--- config.mk ---
export PLATFORM = sky130hd
export DESIGN_NAME = ipv_ctrl
export DESIGN_NICKNAME = d
export VERILOG_FILES = /design/src/rtl/ipv_pkg.sv /design/src/rtl/ipv_ctrl.sv
export SDC_FILE = /design/constraint.sdc
export NUM_CORES = 1
export LEC_CHECK = 0
export BUFFER_PORTS_ARGS = -buffer_cell sky130_fd_sc_hd__buf_2
export CAP_MARGIN = 20
export CORE_MARGIN = 4
export CORE_UTILIZATION = 45
export DETAILED_ROUTE_END_ITERATION = 7
export PLACE_DENSITY_LB_ADDON = 0.12
export REMOVE_ABC_BUFFERS = 1
export SYNTH_ARGS = -nofsm -noshare
export SYNTH_HDL_FRONTEND = slang
export SYNTH_SLANG_ARGS = --single-unit
--- constraint.sdc ---
create_clock -name clk_sys -period 20.2 [get_ports clk_sys]
set_clock_uncertainty 0.2 [all_clocks]
set_input_delay 1.01 -clock clk_sys [delete_from_list [all_inputs] [get_ports clk_sys]]
set_output_delay 1.01 -clock clk_sys [all_outputs]
set_load 0.005 [all_outputs]
--- src/rtl/ipv_pkg.sv ---
// Constants, states and bundles of the interrupt priority vectoring block
package ipv_pkg;
    localparam logic [3:0] IPV_OFS_DBG_PRIO = 4'h0;
    localparam logic [3:0] IPV_OFS_PRIO3 = 4'h3;
    localparam logic [3:0] IPV_OFS_VBASE = 4'h4;
    localparam logic [3:0] IPV_OFS_STATUS = 4'h5;
    localparam logic [15:0] IPV_PRIO3_RST = 16'h0000;
    localparam logic [9:0] IPV_DBG_RST = 10'h000;
    localparam logic [13:0] IPV_VBASE_RST = 14'h0000;
    localparam int IPV_NVEC = 64;
    localparam int IPV_NPER = 8;
    localparam int IPV_NDBG = 5;
    localparam logic [5:0] IPV_VEC_RESET = 6'h00;
    localparam logic [5:0] IPV_VEC_WDOG = 6'h01;
    localparam logic [5:0] IPV_VEC_CORE = 6'h02;
    localparam logic [5:0] IPV_VEC_DBG = 6'h06;
    localparam logic [5:0] IPV_VEC_SW = 6'h0b;
    localparam logic [5:0] IPV_VEC_PER = 6'h28;
    localparam logic [1:0] IPV_LVL_TOP = 2'h3;
    typedef enum logic [1:0] {IPV_IDLE = 2'b01, IPV_PRESENT = 2'b10} ipv_state_e;
    // Level requests: core 2..5, debug 6..10, software 11..13, peripherals
    typedef struct packed {
        logic [3:0] core;
        logic [4:0] dbg;
        logic [2:0] sw;
        logic [7:0] per;
    } ipv_src_s;
    typedef struct packed {
        logic req;
        logic [1:0] level;
        logic [5:0] vec;
        logic [20:0] addr;
    } ipv_core_s;
endpackage

--- src/rtl/ipv_ctrl.sv ---
// Interrupt priority ranking and vector address forming
`timescale 1ns/1ps
//
// Behaviour
// - Higher levels always served before lower levels
// - Same level: smallest vector number wins
// - Entry offset is twice the vector number
// - Chip reset vector 0, watchdog reset 1
// - Core vectors 2 to 5 fixed level 3
// - Debug vectors 6 to 10 programmable 1-3
// - Peripheral field: 00 off, else level 0-2
// - Priority register 3 holds eight 2-bit fields
// - Address is base 14 bits plus 7 low
module ipv_ctrl (
    input wire logic clk_sys,
    input wire logic rst_b,
    input wire logic [3:0] reg_addr,
    input wire logic [15:0] reg_wdata,
    input wire logic reg_wr,
    input wire logic reg_rd,
    output logic [15:0] reg_rdata,
    input wire ipv_pkg::ipv_src_s src,
    input wire logic [1:0] core_mask,
    input wire logic irq_ack,
    input wire logic wdog_reset_cause,
    output ipv_pkg::ipv_core_s core_out,
    output logic [20:0] reset_addr
);
    import ipv_pkg::*;

    logic [15:0] prio3_reg;
    logic [9:0] dbg_prio_reg;
    logic [13:0] vbase_reg;
    ipv_state_e state_reg;
    logic [7:0] per_en;
    logic [1:0] per_lvl [IPV_NPER];
    logic [4:0] dbg_en;
    logic [1:0] dbg_lvl [IPV_NDBG];
    logic [IPV_NVEC-1:0] pend;
    logic [1:0] lvl [IPV_NVEC];
    logic win_found;
    logic [5:0] win_vec;
    logic [1:0] win_lvl;
    logic win_ok;
    logic viol_lvl;
    logic viol_vec;

    // Peripheral fields: 00 off, 01..11 give levels 0..2, never 3
    for (genvar i = 0; i < IPV_NPER; i++) begin : g_per
        assign per_en[i] = prio3_reg[2*i+1 -: 2] != 2'h0;
        assign per_lvl[i] = prio3_reg[2*i+1 -: 2] - 2'h1;
    end

    // Debug fields: 00 off, 01..11 give levels 1..3
    for (genvar i = 0; i < IPV_NDBG; i++) begin : g_dbg
        assign dbg_en[i] = dbg_prio_reg[2*i+1 -: 2] != 2'h0;
        assign dbg_lvl[i] = dbg_prio_reg[2*i+1 -: 2];
    end

    // Per vector: pending request and level, zero where no source sits
    for (genvar v = 0; v < IPV_NVEC; v++) begin : g_vec
        if (v >= IPV_VEC_CORE && v < IPV_VEC_DBG) begin : g_core
            assign pend[v] = src.core[v - IPV_VEC_CORE];
            assign lvl[v] = IPV_LVL_TOP;
        end else if (v >= IPV_VEC_DBG && v < IPV_VEC_DBG + IPV_NDBG) begin : g_dbgv
            assign pend[v] = src.dbg[v - IPV_VEC_DBG] && dbg_en[v - IPV_VEC_DBG];
            assign lvl[v] = dbg_lvl[v - IPV_VEC_DBG];
        end else if (v >= IPV_VEC_SW && v < IPV_VEC_SW + 3) begin : g_sw
            assign pend[v] = src.sw[v - IPV_VEC_SW];
            assign lvl[v] = 2'(int'(IPV_VEC_SW) + 2 - v);
        end else if (v >= IPV_VEC_PER && v < IPV_VEC_PER + IPV_NPER) begin : g_perv
            assign pend[v] = src.per[v - IPV_VEC_PER] && per_en[v - IPV_VEC_PER];
            assign lvl[v] = per_lvl[v - IPV_VEC_PER];
        end else begin : g_none
            assign pend[v] = 1'b0;
            assign lvl[v] = 2'h0;
        end
    end

    // Ascending scan, replace only on a strictly higher level
    always_comb begin
        win_found = 1'b0;
        win_vec = 6'h00;
        win_lvl = 2'h0;
        for (int v = 0; v < IPV_NVEC; v++) begin
            if (pend[v] && (!win_found || lvl[v] > win_lvl)) begin
                win_found = 1'b1;
                win_vec = 6'(v);
                win_lvl = lvl[v];
            end
        end
    end

    assign win_ok = win_found && win_lvl >= core_mask;

    always_ff @(posedge clk_sys or negedge rst_b) begin
        if (!rst_b) begin
            prio3_reg <= IPV_PRIO3_RST;
            dbg_prio_reg <= IPV_DBG_RST;
            vbase_reg <= IPV_VBASE_RST;
        end else if (reg_wr) begin
            if (reg_addr == IPV_OFS_PRIO3) begin
                prio3_reg <= reg_wdata;
            end else if (reg_addr == IPV_OFS_DBG_PRIO) begin
                dbg_prio_reg <= reg_wdata[9:0];
            end else if (reg_addr == IPV_OFS_VBASE) begin
                vbase_reg <= reg_wdata[13:0];
            end
        end
    end

    always_ff @(posedge clk_sys or negedge rst_b) begin
        if (!rst_b) begin
            reg_rdata <= 16'h0000;
        end else if (!reg_rd) begin
            reg_rdata <= 16'h0000;
        end else if (reg_addr == IPV_OFS_PRIO3) begin
            reg_rdata <= prio3_reg;
        end else if (reg_addr == IPV_OFS_DBG_PRIO) begin
            reg_rdata <= {6'h00, dbg_prio_reg};
        end else if (reg_addr == IPV_OFS_VBASE) begin
            reg_rdata <= {2'h0, vbase_reg};
        end else if (reg_addr == IPV_OFS_STATUS) begin
            reg_rdata <= {7'h00, core_out.req, core_out.level, core_out.vec};
        end else begin
            reg_rdata <= 16'h0000;
        end
    end

    // Winner is latched and held until the core acknowledges it
    always_ff @(posedge clk_sys or negedge rst_b) begin
        if (!rst_b) begin
            state_reg <= IPV_IDLE;
            core_out <= '0;
        end else begin
            case (state_reg)
                IPV_IDLE: begin
                    if (win_ok) begin
                        state_reg <= IPV_PRESENT;
                        core_out.req <= 1'b1;
                        core_out.level <= win_lvl;
                        core_out.vec <= win_vec;
                        core_out.addr <= {vbase_reg, win_vec, 1'b0};
                    end
                end
                IPV_PRESENT: begin
                    if (irq_ack) begin
                        state_reg <= IPV_IDLE;
                        core_out.req <= 1'b0;
                    end
                end
                default: begin
                    state_reg <= IPV_IDLE;
                    core_out.req <= 1'b0;
                end
            endcase
        end
    end

    always_ff @(posedge clk_sys or negedge rst_b) begin
        if (!rst_b) begin
            reset_addr <= 21'h000000;
        end else begin
            reset_addr <= {vbase_reg, wdog_reset_cause ? IPV_VEC_WDOG : IPV_VEC_RESET, 1'b0};
        end
    end

    // Helper: any pending source that should have beaten the winner
    always_comb begin
        viol_lvl = 1'b0;
        viol_vec = 1'b0;
        for (int v = 0; v < IPV_NVEC; v++) begin
            if (pend[v] && lvl[v] > win_lvl) begin
                viol_lvl = 1'b1;
            end
            if (pend[v] && lvl[v] == win_lvl && 6'(v) < win_vec) begin
                viol_vec = 1'b1;
            end
        end
    end
endmodule // ipv_ctrl

==> results.md, run 1 <==
- Leak pwr: roughly 3.2 nW
- CTS buffer count: 9
- Routed via count: approximately 4,700
- Worst Hold Class: reg -> reg
- Share of layout cells above drive strength 1: about 28%
- Clk slew on worst S/H paths: ~0.060 ns
- GR Layer Usage met3: 4.71%
- GRT Total Usage: between 20% and 30%
- Final TNS setup: 0 ns
- Later-pin clock latency in the skew report: between 0.3 and 0.4 ns
- Tcrit/Tclk final: between 90% and 100%
- Clk root buf: clkbuf_16
- Required time of the worst setup path: 20.23 ns
- Layout Nets: around 770
- Synth top area share: about two fifths
- Peak supply drop: between 0.00007 and 0.00008 V
- Fraction of registers with async set/reset: 100%
- Io pins: between 100 and 150
- DRC viols: 0
- Worst slew pin tran: between 1 and 1.5 ns
- DIE WIDTH: roughly 120 um
- TritonCTS clock tree: built
- Largest cells by area after synthesis: dfrtp_1 (42%), mux2_2 (8.4%), ha_1 (7.3%), nand2_1 (5.1%), nor2b_1 (3.2%)
- Met2 Track Usage GR: approximately a third
- Core region area: roughly 12,000 um2
- Final Util: between 50% and 60%
- Max FO, Critical Path: 8
- Area growth from synthesis to layout: 16.8%
- Total power: roughly 0.00096 W
- Post-DRT Antenna Nets: 0
- Max FFs per register: 22
- Main synth FF type: dfrtp_1
- Routed len/inst: around 18 um
- Avg Inst Size Synth: between 9 and 10 um2
- Post-CTS setup buffers: 0
- EDFF count, synth: 0
- Port buffer count: 105
- Buf/Inv on CP: 5
- Post-synth top cells: dfrtp_1 (94), nand2_1 (76), nor2_1 (45), inv_1 (42), mux2_2 (42)
- Minimum hold slack: between 0.2 and 0.25 ns
- Dominant cell by count in the synthesized netlist: dfrtp_1
- Endpoints failing hold: 0
- Outcome: completed
- Vias in the first global route: ~4,700
- Clk buf depth: 2
- Antenna violations before repair: 0
- Max-Cap Viols: 0
- Crit-path most repeated cell: ha_1
- Critical path class: in -> reg
- Slew HR: a little under a third
- Ys Warns: 0
- Grt peak-use layer: met2
- FP Rows: 40
- Area after DPL: 6270 um2
- Register bit total from synthesis: between 90 and 100
- DRT Wirelength: approximately 15 mm
- Cell family contributing the most delay on the critical path: compound AO/OA/AOI/OAI gates
- Sequential cell area: between 2000 and 2500 um2
- Iteration-0 DRC Markers: about 310
- Sequential share of the synthesized area: a little over two fifths
- Initial Util: 46.4%
- Fillers: 1,133
- Sink Count: 95
- Crit-path slowest cell: or4b_2
- Critical path startpoint category: input port
- Gr ovfl total: 0
- Cts hold-fix bufs: 0
- Grt met1 use: ~29%
- Final setup violation count: 0
- P per Cell Area: 146 nW/um2
- Area leader, netlist: dfrtp_1
- Min Tclk post-route: 18.99 ns
- HPWL after DPL: roughly 12 mm
- Mapped Area: between 5000 and 6000 um2
- Cell count after synthesis: approximately 590
- Worst EP arrival: around 19 ns
- FMAX: about 53 MHz
- Largest net degree at the start of global routing: 53
- Die H: roughly 120 um
- ANT cells: 0
- Die footprint: 14,300 um2
- Pins over their slew limit: 0
- First-pass GRT wire length: around 24 mm
- Netlist cell types: between 60 and 70
- Setup crit end kind: flop
- Final instance area: roughly 6600 um2
- H-Tree Depth: 3
- DR pass1 iterations: 4
- Slowest stage delay, CP: approximately 0.69 ns
- Vias/cell: roughly 5.5
- Multi-input logic area: 2980 um2
- GP Congestion: just over 0.9
-- final timing paths --
check | cells past startpoint | slack (ns) | startpoint | endpoint
worst max-delay path | 88 | 1.21 | src[17] | core_out[24]$_DFFE_PN0P_
worst min-delay path | 0 | 0.23 | vbase_reg[10]$_DFFE_PN0P_ | reset_addr[17]$_DFF_PN0_
worst max register to register | 86 | 1.81 | dbg_prio_reg[0]$_DFFE_PN0P_ | core_out[24]$_DFFE_PN0P_
worst min register to register | 0 | 0.23 | vbase_reg[10]$_DFFE_PN0P_ | reset_addr[17]$_DFF_PN0_
max in group asynchronous | 2 | 18.28 | rst_b | dbg_prio_reg[9]$_DFFE_PN0P_
min in group asynchronous | 1 | 0.46 | rst_b | reg_rdata[8]$_DFF_PN0_
-- timing repair --
| item | CTS | global route |
|---|---|---|
| gates resized for setup | 0 | 6 |
| setup endpoints to repair | 0 | 23 |
| endpoints found under the hold margin | 0 | 0 |
-- kinds of logic after synthesis --
kind of cell	Yosys count	synth area share [%]
compound gates	131	16.9
mux	43	8.59
other cells	1	0.0667
buf+inv	72	5.79
flops	95	42.3
simple gates	212	19.0
fa+ha+maj	33	7.34
-- metrics by stage --
step | setup WS (ns) | cells
6_report | 1.21 | 860
4_1_cts | 0.962 | 859
5_1_grt | -0.0307 | 860
3_5_place_dp | 0.722 | 843
2_1_floorplan | 1.14 | 565
3_3_place_gp | 0.872 | 843
-- cell type report --
class,instances,share of cell area (%)
inverter,42,2.40
sequential,95,36.2
tap,168,3.20
timing repair buffer,111,8.69
multi-input combinational,428,45.3
clock inverter,4,0.457
clock buffer,12,3.75
-- routing by layer --
layer	part of all wire, %	vias to the layer above
met3	5.8	21
met2	47	145
met5	0	-
li1	-	2256
met1	45	2273
met4	1.8	0
-- where the power goes --
| part | internal, W | leakage (nW) | switching, W |
|---|---|---|---|
| sequential | 0.000242 | 1.18 | 0.0000456 |
| clock | 0.0000873 | 0.133 | 0.0000716 |
| combinational | 0.000224 | 1.86 | 0.000288 |
| total | 0.000553 | 3.17 | 0.000405 |
-- cell usage in the layout (no fill, tap or decap), types with 6 or more instances in the layout --
cell type	Yosys	final
buf_2	2	104
dfrtp_1	94	94
nand2_1	76	76
nor2_1	45	45
inv_1	42	42
mux2_2	42	42
a21oi_1	35	33
ha_1	33	33
nor2b_1	29	29
nand2b_1	11	11
o21ai_0	12	11
conb_1	1	9
clkbuf_16	0	9
nor3_1	8	8
o221ai_1	8	8
a211oi_1	8	7
and3_1	7	7
o21a_1	7	7
o211ai_1	7	7
a21o_1	6	6
buf_4	14	6
Power figures use the tool's default switching activity.
==> run 2: changes to the inputs <==
==> constraint.sdc (replaced) <==
create_clock -name clk_sys -period 24.7 [get_ports clk_sys]
set_clock_uncertainty 0.2 [all_clocks]
set_input_delay 1.235 -clock clk_sys [delete_from_list [all_inputs] [get_ports clk_sys]]
set_output_delay 1.235 -clock clk_sys [all_outputs]
set_load 0.005 [all_outputs]
==> run 2 against run 1 <==
Non-clock buffer count is 4 lower. First-iteration DRC count is 9.9% lower. Critical path depth unchanged. Sequential share of layout area barely moved. Worst setup slack better by 2.9 ns. Global-route usage increased by 0.083 points. Cell area about the same. Sequential power fell by 18%. Routed wire length about the same. Critical path type unchanged.
==> results.md, run 2 (same netlist as run 1, synthesis figures left out) <==
- Vias in the first global route: 4,711
- Worst Hold Class: reg -> reg
- Post-place setup slack: ~4 ns
- P per Cell Area: ~120 nW/um2
- Clk buf depth: 2
- First-pass GRT wire length: 24.5 mm
- Post-route non-filler standard cell count: around 860
- Vias/cell: roughly 5.5
- Largest net degree at the start of global routing: 52
- Sequential power share: ~30%
- Comb power frac: slightly above 50%
- Endpoints failing hold: 0
- Crit-path most repeated cell: ha_1
- Fillers: approximately 1,100
- Port buffer count: approximately 110
- FP Rows: 40
- Outcome: completed
- Core region area: 12,100 um2
- CTS buffer count: 9
- Cts hold-fix bufs: 0
- Slew HR: 29.2%
- DRT Wirelength: 15.1 mm
- Most frequent cells in the layout: buf_2 (104), dfrtp_1 (94), nand2_1 (76)
- HPWL after DPL: 11.8 mm
- Clk root buf: clkbuf_16
- Post-DRT Antenna Nets: 0
- Commonest non-fill, non-tap cell in the layout: buf_2
- Slowest stage delay, CP: 0.70 ns
- Layout Nets: approximately 760
- DP Cell Count: 840
- RSZ-0062 raised after global routing: no
- Max FFs per register: 22
- TritonCTS clock tree: built
- NetSw: approximately 0.00033 W
- Sink Count: 95
- Io pins: between 100 and 150
- Total power: around 0.00080 W
- GRT Total Usage: 21.5%
- Iteration-0 DRC Markers: 281
- Setup crit end kind: flop
- Final setup violation count: 0
- Max-Cap Viols: 0
- FMAX: 48.6 MHz
- GP Congestion: ~0.91
- Max FO, Critical Path: 13
- Initial Util: 46.4%
- Min setup slack post-route: 4.11 ns
- Worst slew pin tran: 1.05 ns
- DRC viols: 0
- Later-pin clock latency in the skew report: around 0.34 ns
- Switching portion of total power: about two fifths
- Share of layout cells above drive strength 1: roughly a quarter
- Post-CTS setup buffers: 0
- ANT cells: 0
- Min Tclk post-route: just over 20 ns
- Final instance area: approximately 6600 um2
- Gr ovfl total: 0
- Critical path startpoint category: input port
- Pins over their slew limit: 0
- Crit-path slowest cell: or4b_2
- Area growth from synthesis to layout: 16.8%
- Multi-input logic area: 2950 um2
- Routed len/inst: ~18 um
- DIE WIDTH: about 120 um
- PostCTS Resize Cnt: 0
- Critical path class: in -> reg
- Area after DPL: between 6000 and 7000 um2
- Internal power: approximately 0.00047 W
- Final TNS setup: 0 ns
- Clk pwr share: between 10% and 20%
- Routed via count: between 4,000 and 5,000
- DR pass1 iterations: 5
- Peak supply drop: 0.0000650 V
- Required time of the worst setup path: around 25 ns
- H-Tree Depth: 3
- Antenna violations before repair: 0
- Worst EP arrival: a little over 20 ns
- Clk slew on worst S/H paths: 0.06 ns
- Tcrit/Tclk final: between 80% and 90%
- Sequential cell area: around 2400 um2
- Die H: 120 um
- Leak pwr: 3.18 nW
- Die footprint: 14,300 um2
[run 2: worst paths after layout]
path                                        startpoint                       end  slack (ns)  cells after the start
min reg2reg                   vbase_reg[7]$_DFFE_PN0P_  reset_addr[14]$_DFF_PN0_        0.23                      0
max                                            src[17]  core_out[24]$_DFFE_PN0P_        4.11                     88
min in group asynchronous                        rst_b  core_out[22]$_DFFE_PN0P_        0.70                      1
max reg2reg                dbg_prio_reg[0]$_DFFE_PN0P_  core_out[24]$_DFFE_PN0P_        5.34                     86
min                           vbase_reg[7]$_DFFE_PN0P_  reset_addr[14]$_DFF_PN0_        0.23                      0
max in group asynchronous                        rst_b  core_out[13]$_DFFE_PN0P_       22.54                      2
[run 2: layout make-up]
type                            instances  area share [%]
Timing Repair Buffer                  107            8.27
Tap cell                              168            3.20
Clock inverter                          4            1.18
Inverter                               42            2.40
Multi-Input combinational cell        428            45.0
Sequential cell                        95            36.2
Clock buffer                           12            3.75
[run 2: power by group through the flow]
stage / Combinational (W) / Sequential [W] / Clock [W]
global route: 0.000464 / 0.000242 / 0.000160
detailed placement: 0.000408 / 0.000238 / 0
finish: 0.000412 / 0.000236 / 0.000149
global placement: 0.000396 / 0.000236 / 0
floorplan: 0.000289 / 0.000228 / 0
CTS: 0.000414 / 0.000236 / 0.000152
[run 2: per-layer routing]
layer	global-route usage [%]	vias up	part of all wire (%)
li1	-	2258	-
met1	29.4	2307	44
met2	35.5	140	49
met3	5.00	14	5.7
met4	3.94	0	1.2
met5	0	-	0
[run 2: worst max-delay path: cells and delay by family]
kind	cells	cell delay [ns]
adder cells (fa/ha/maj)	14	3.90
AO/OA/AOI/OAI	42	8.82
buffers and inverters	5	0.46
AND/OR/NAND/NOR	25	5.46
multiplexers	2	0.67
[run 2: stage by stage]
step / hold slack, ns / utilization [%]
finish: 0.230 / 54.2
global route: 0.249 / 54.2
CTS: 0.227 / 54.2
detailed placement: 0.212 / 51.5
global placement: 0.208 / 51.5
floorplan: 0.182 / -
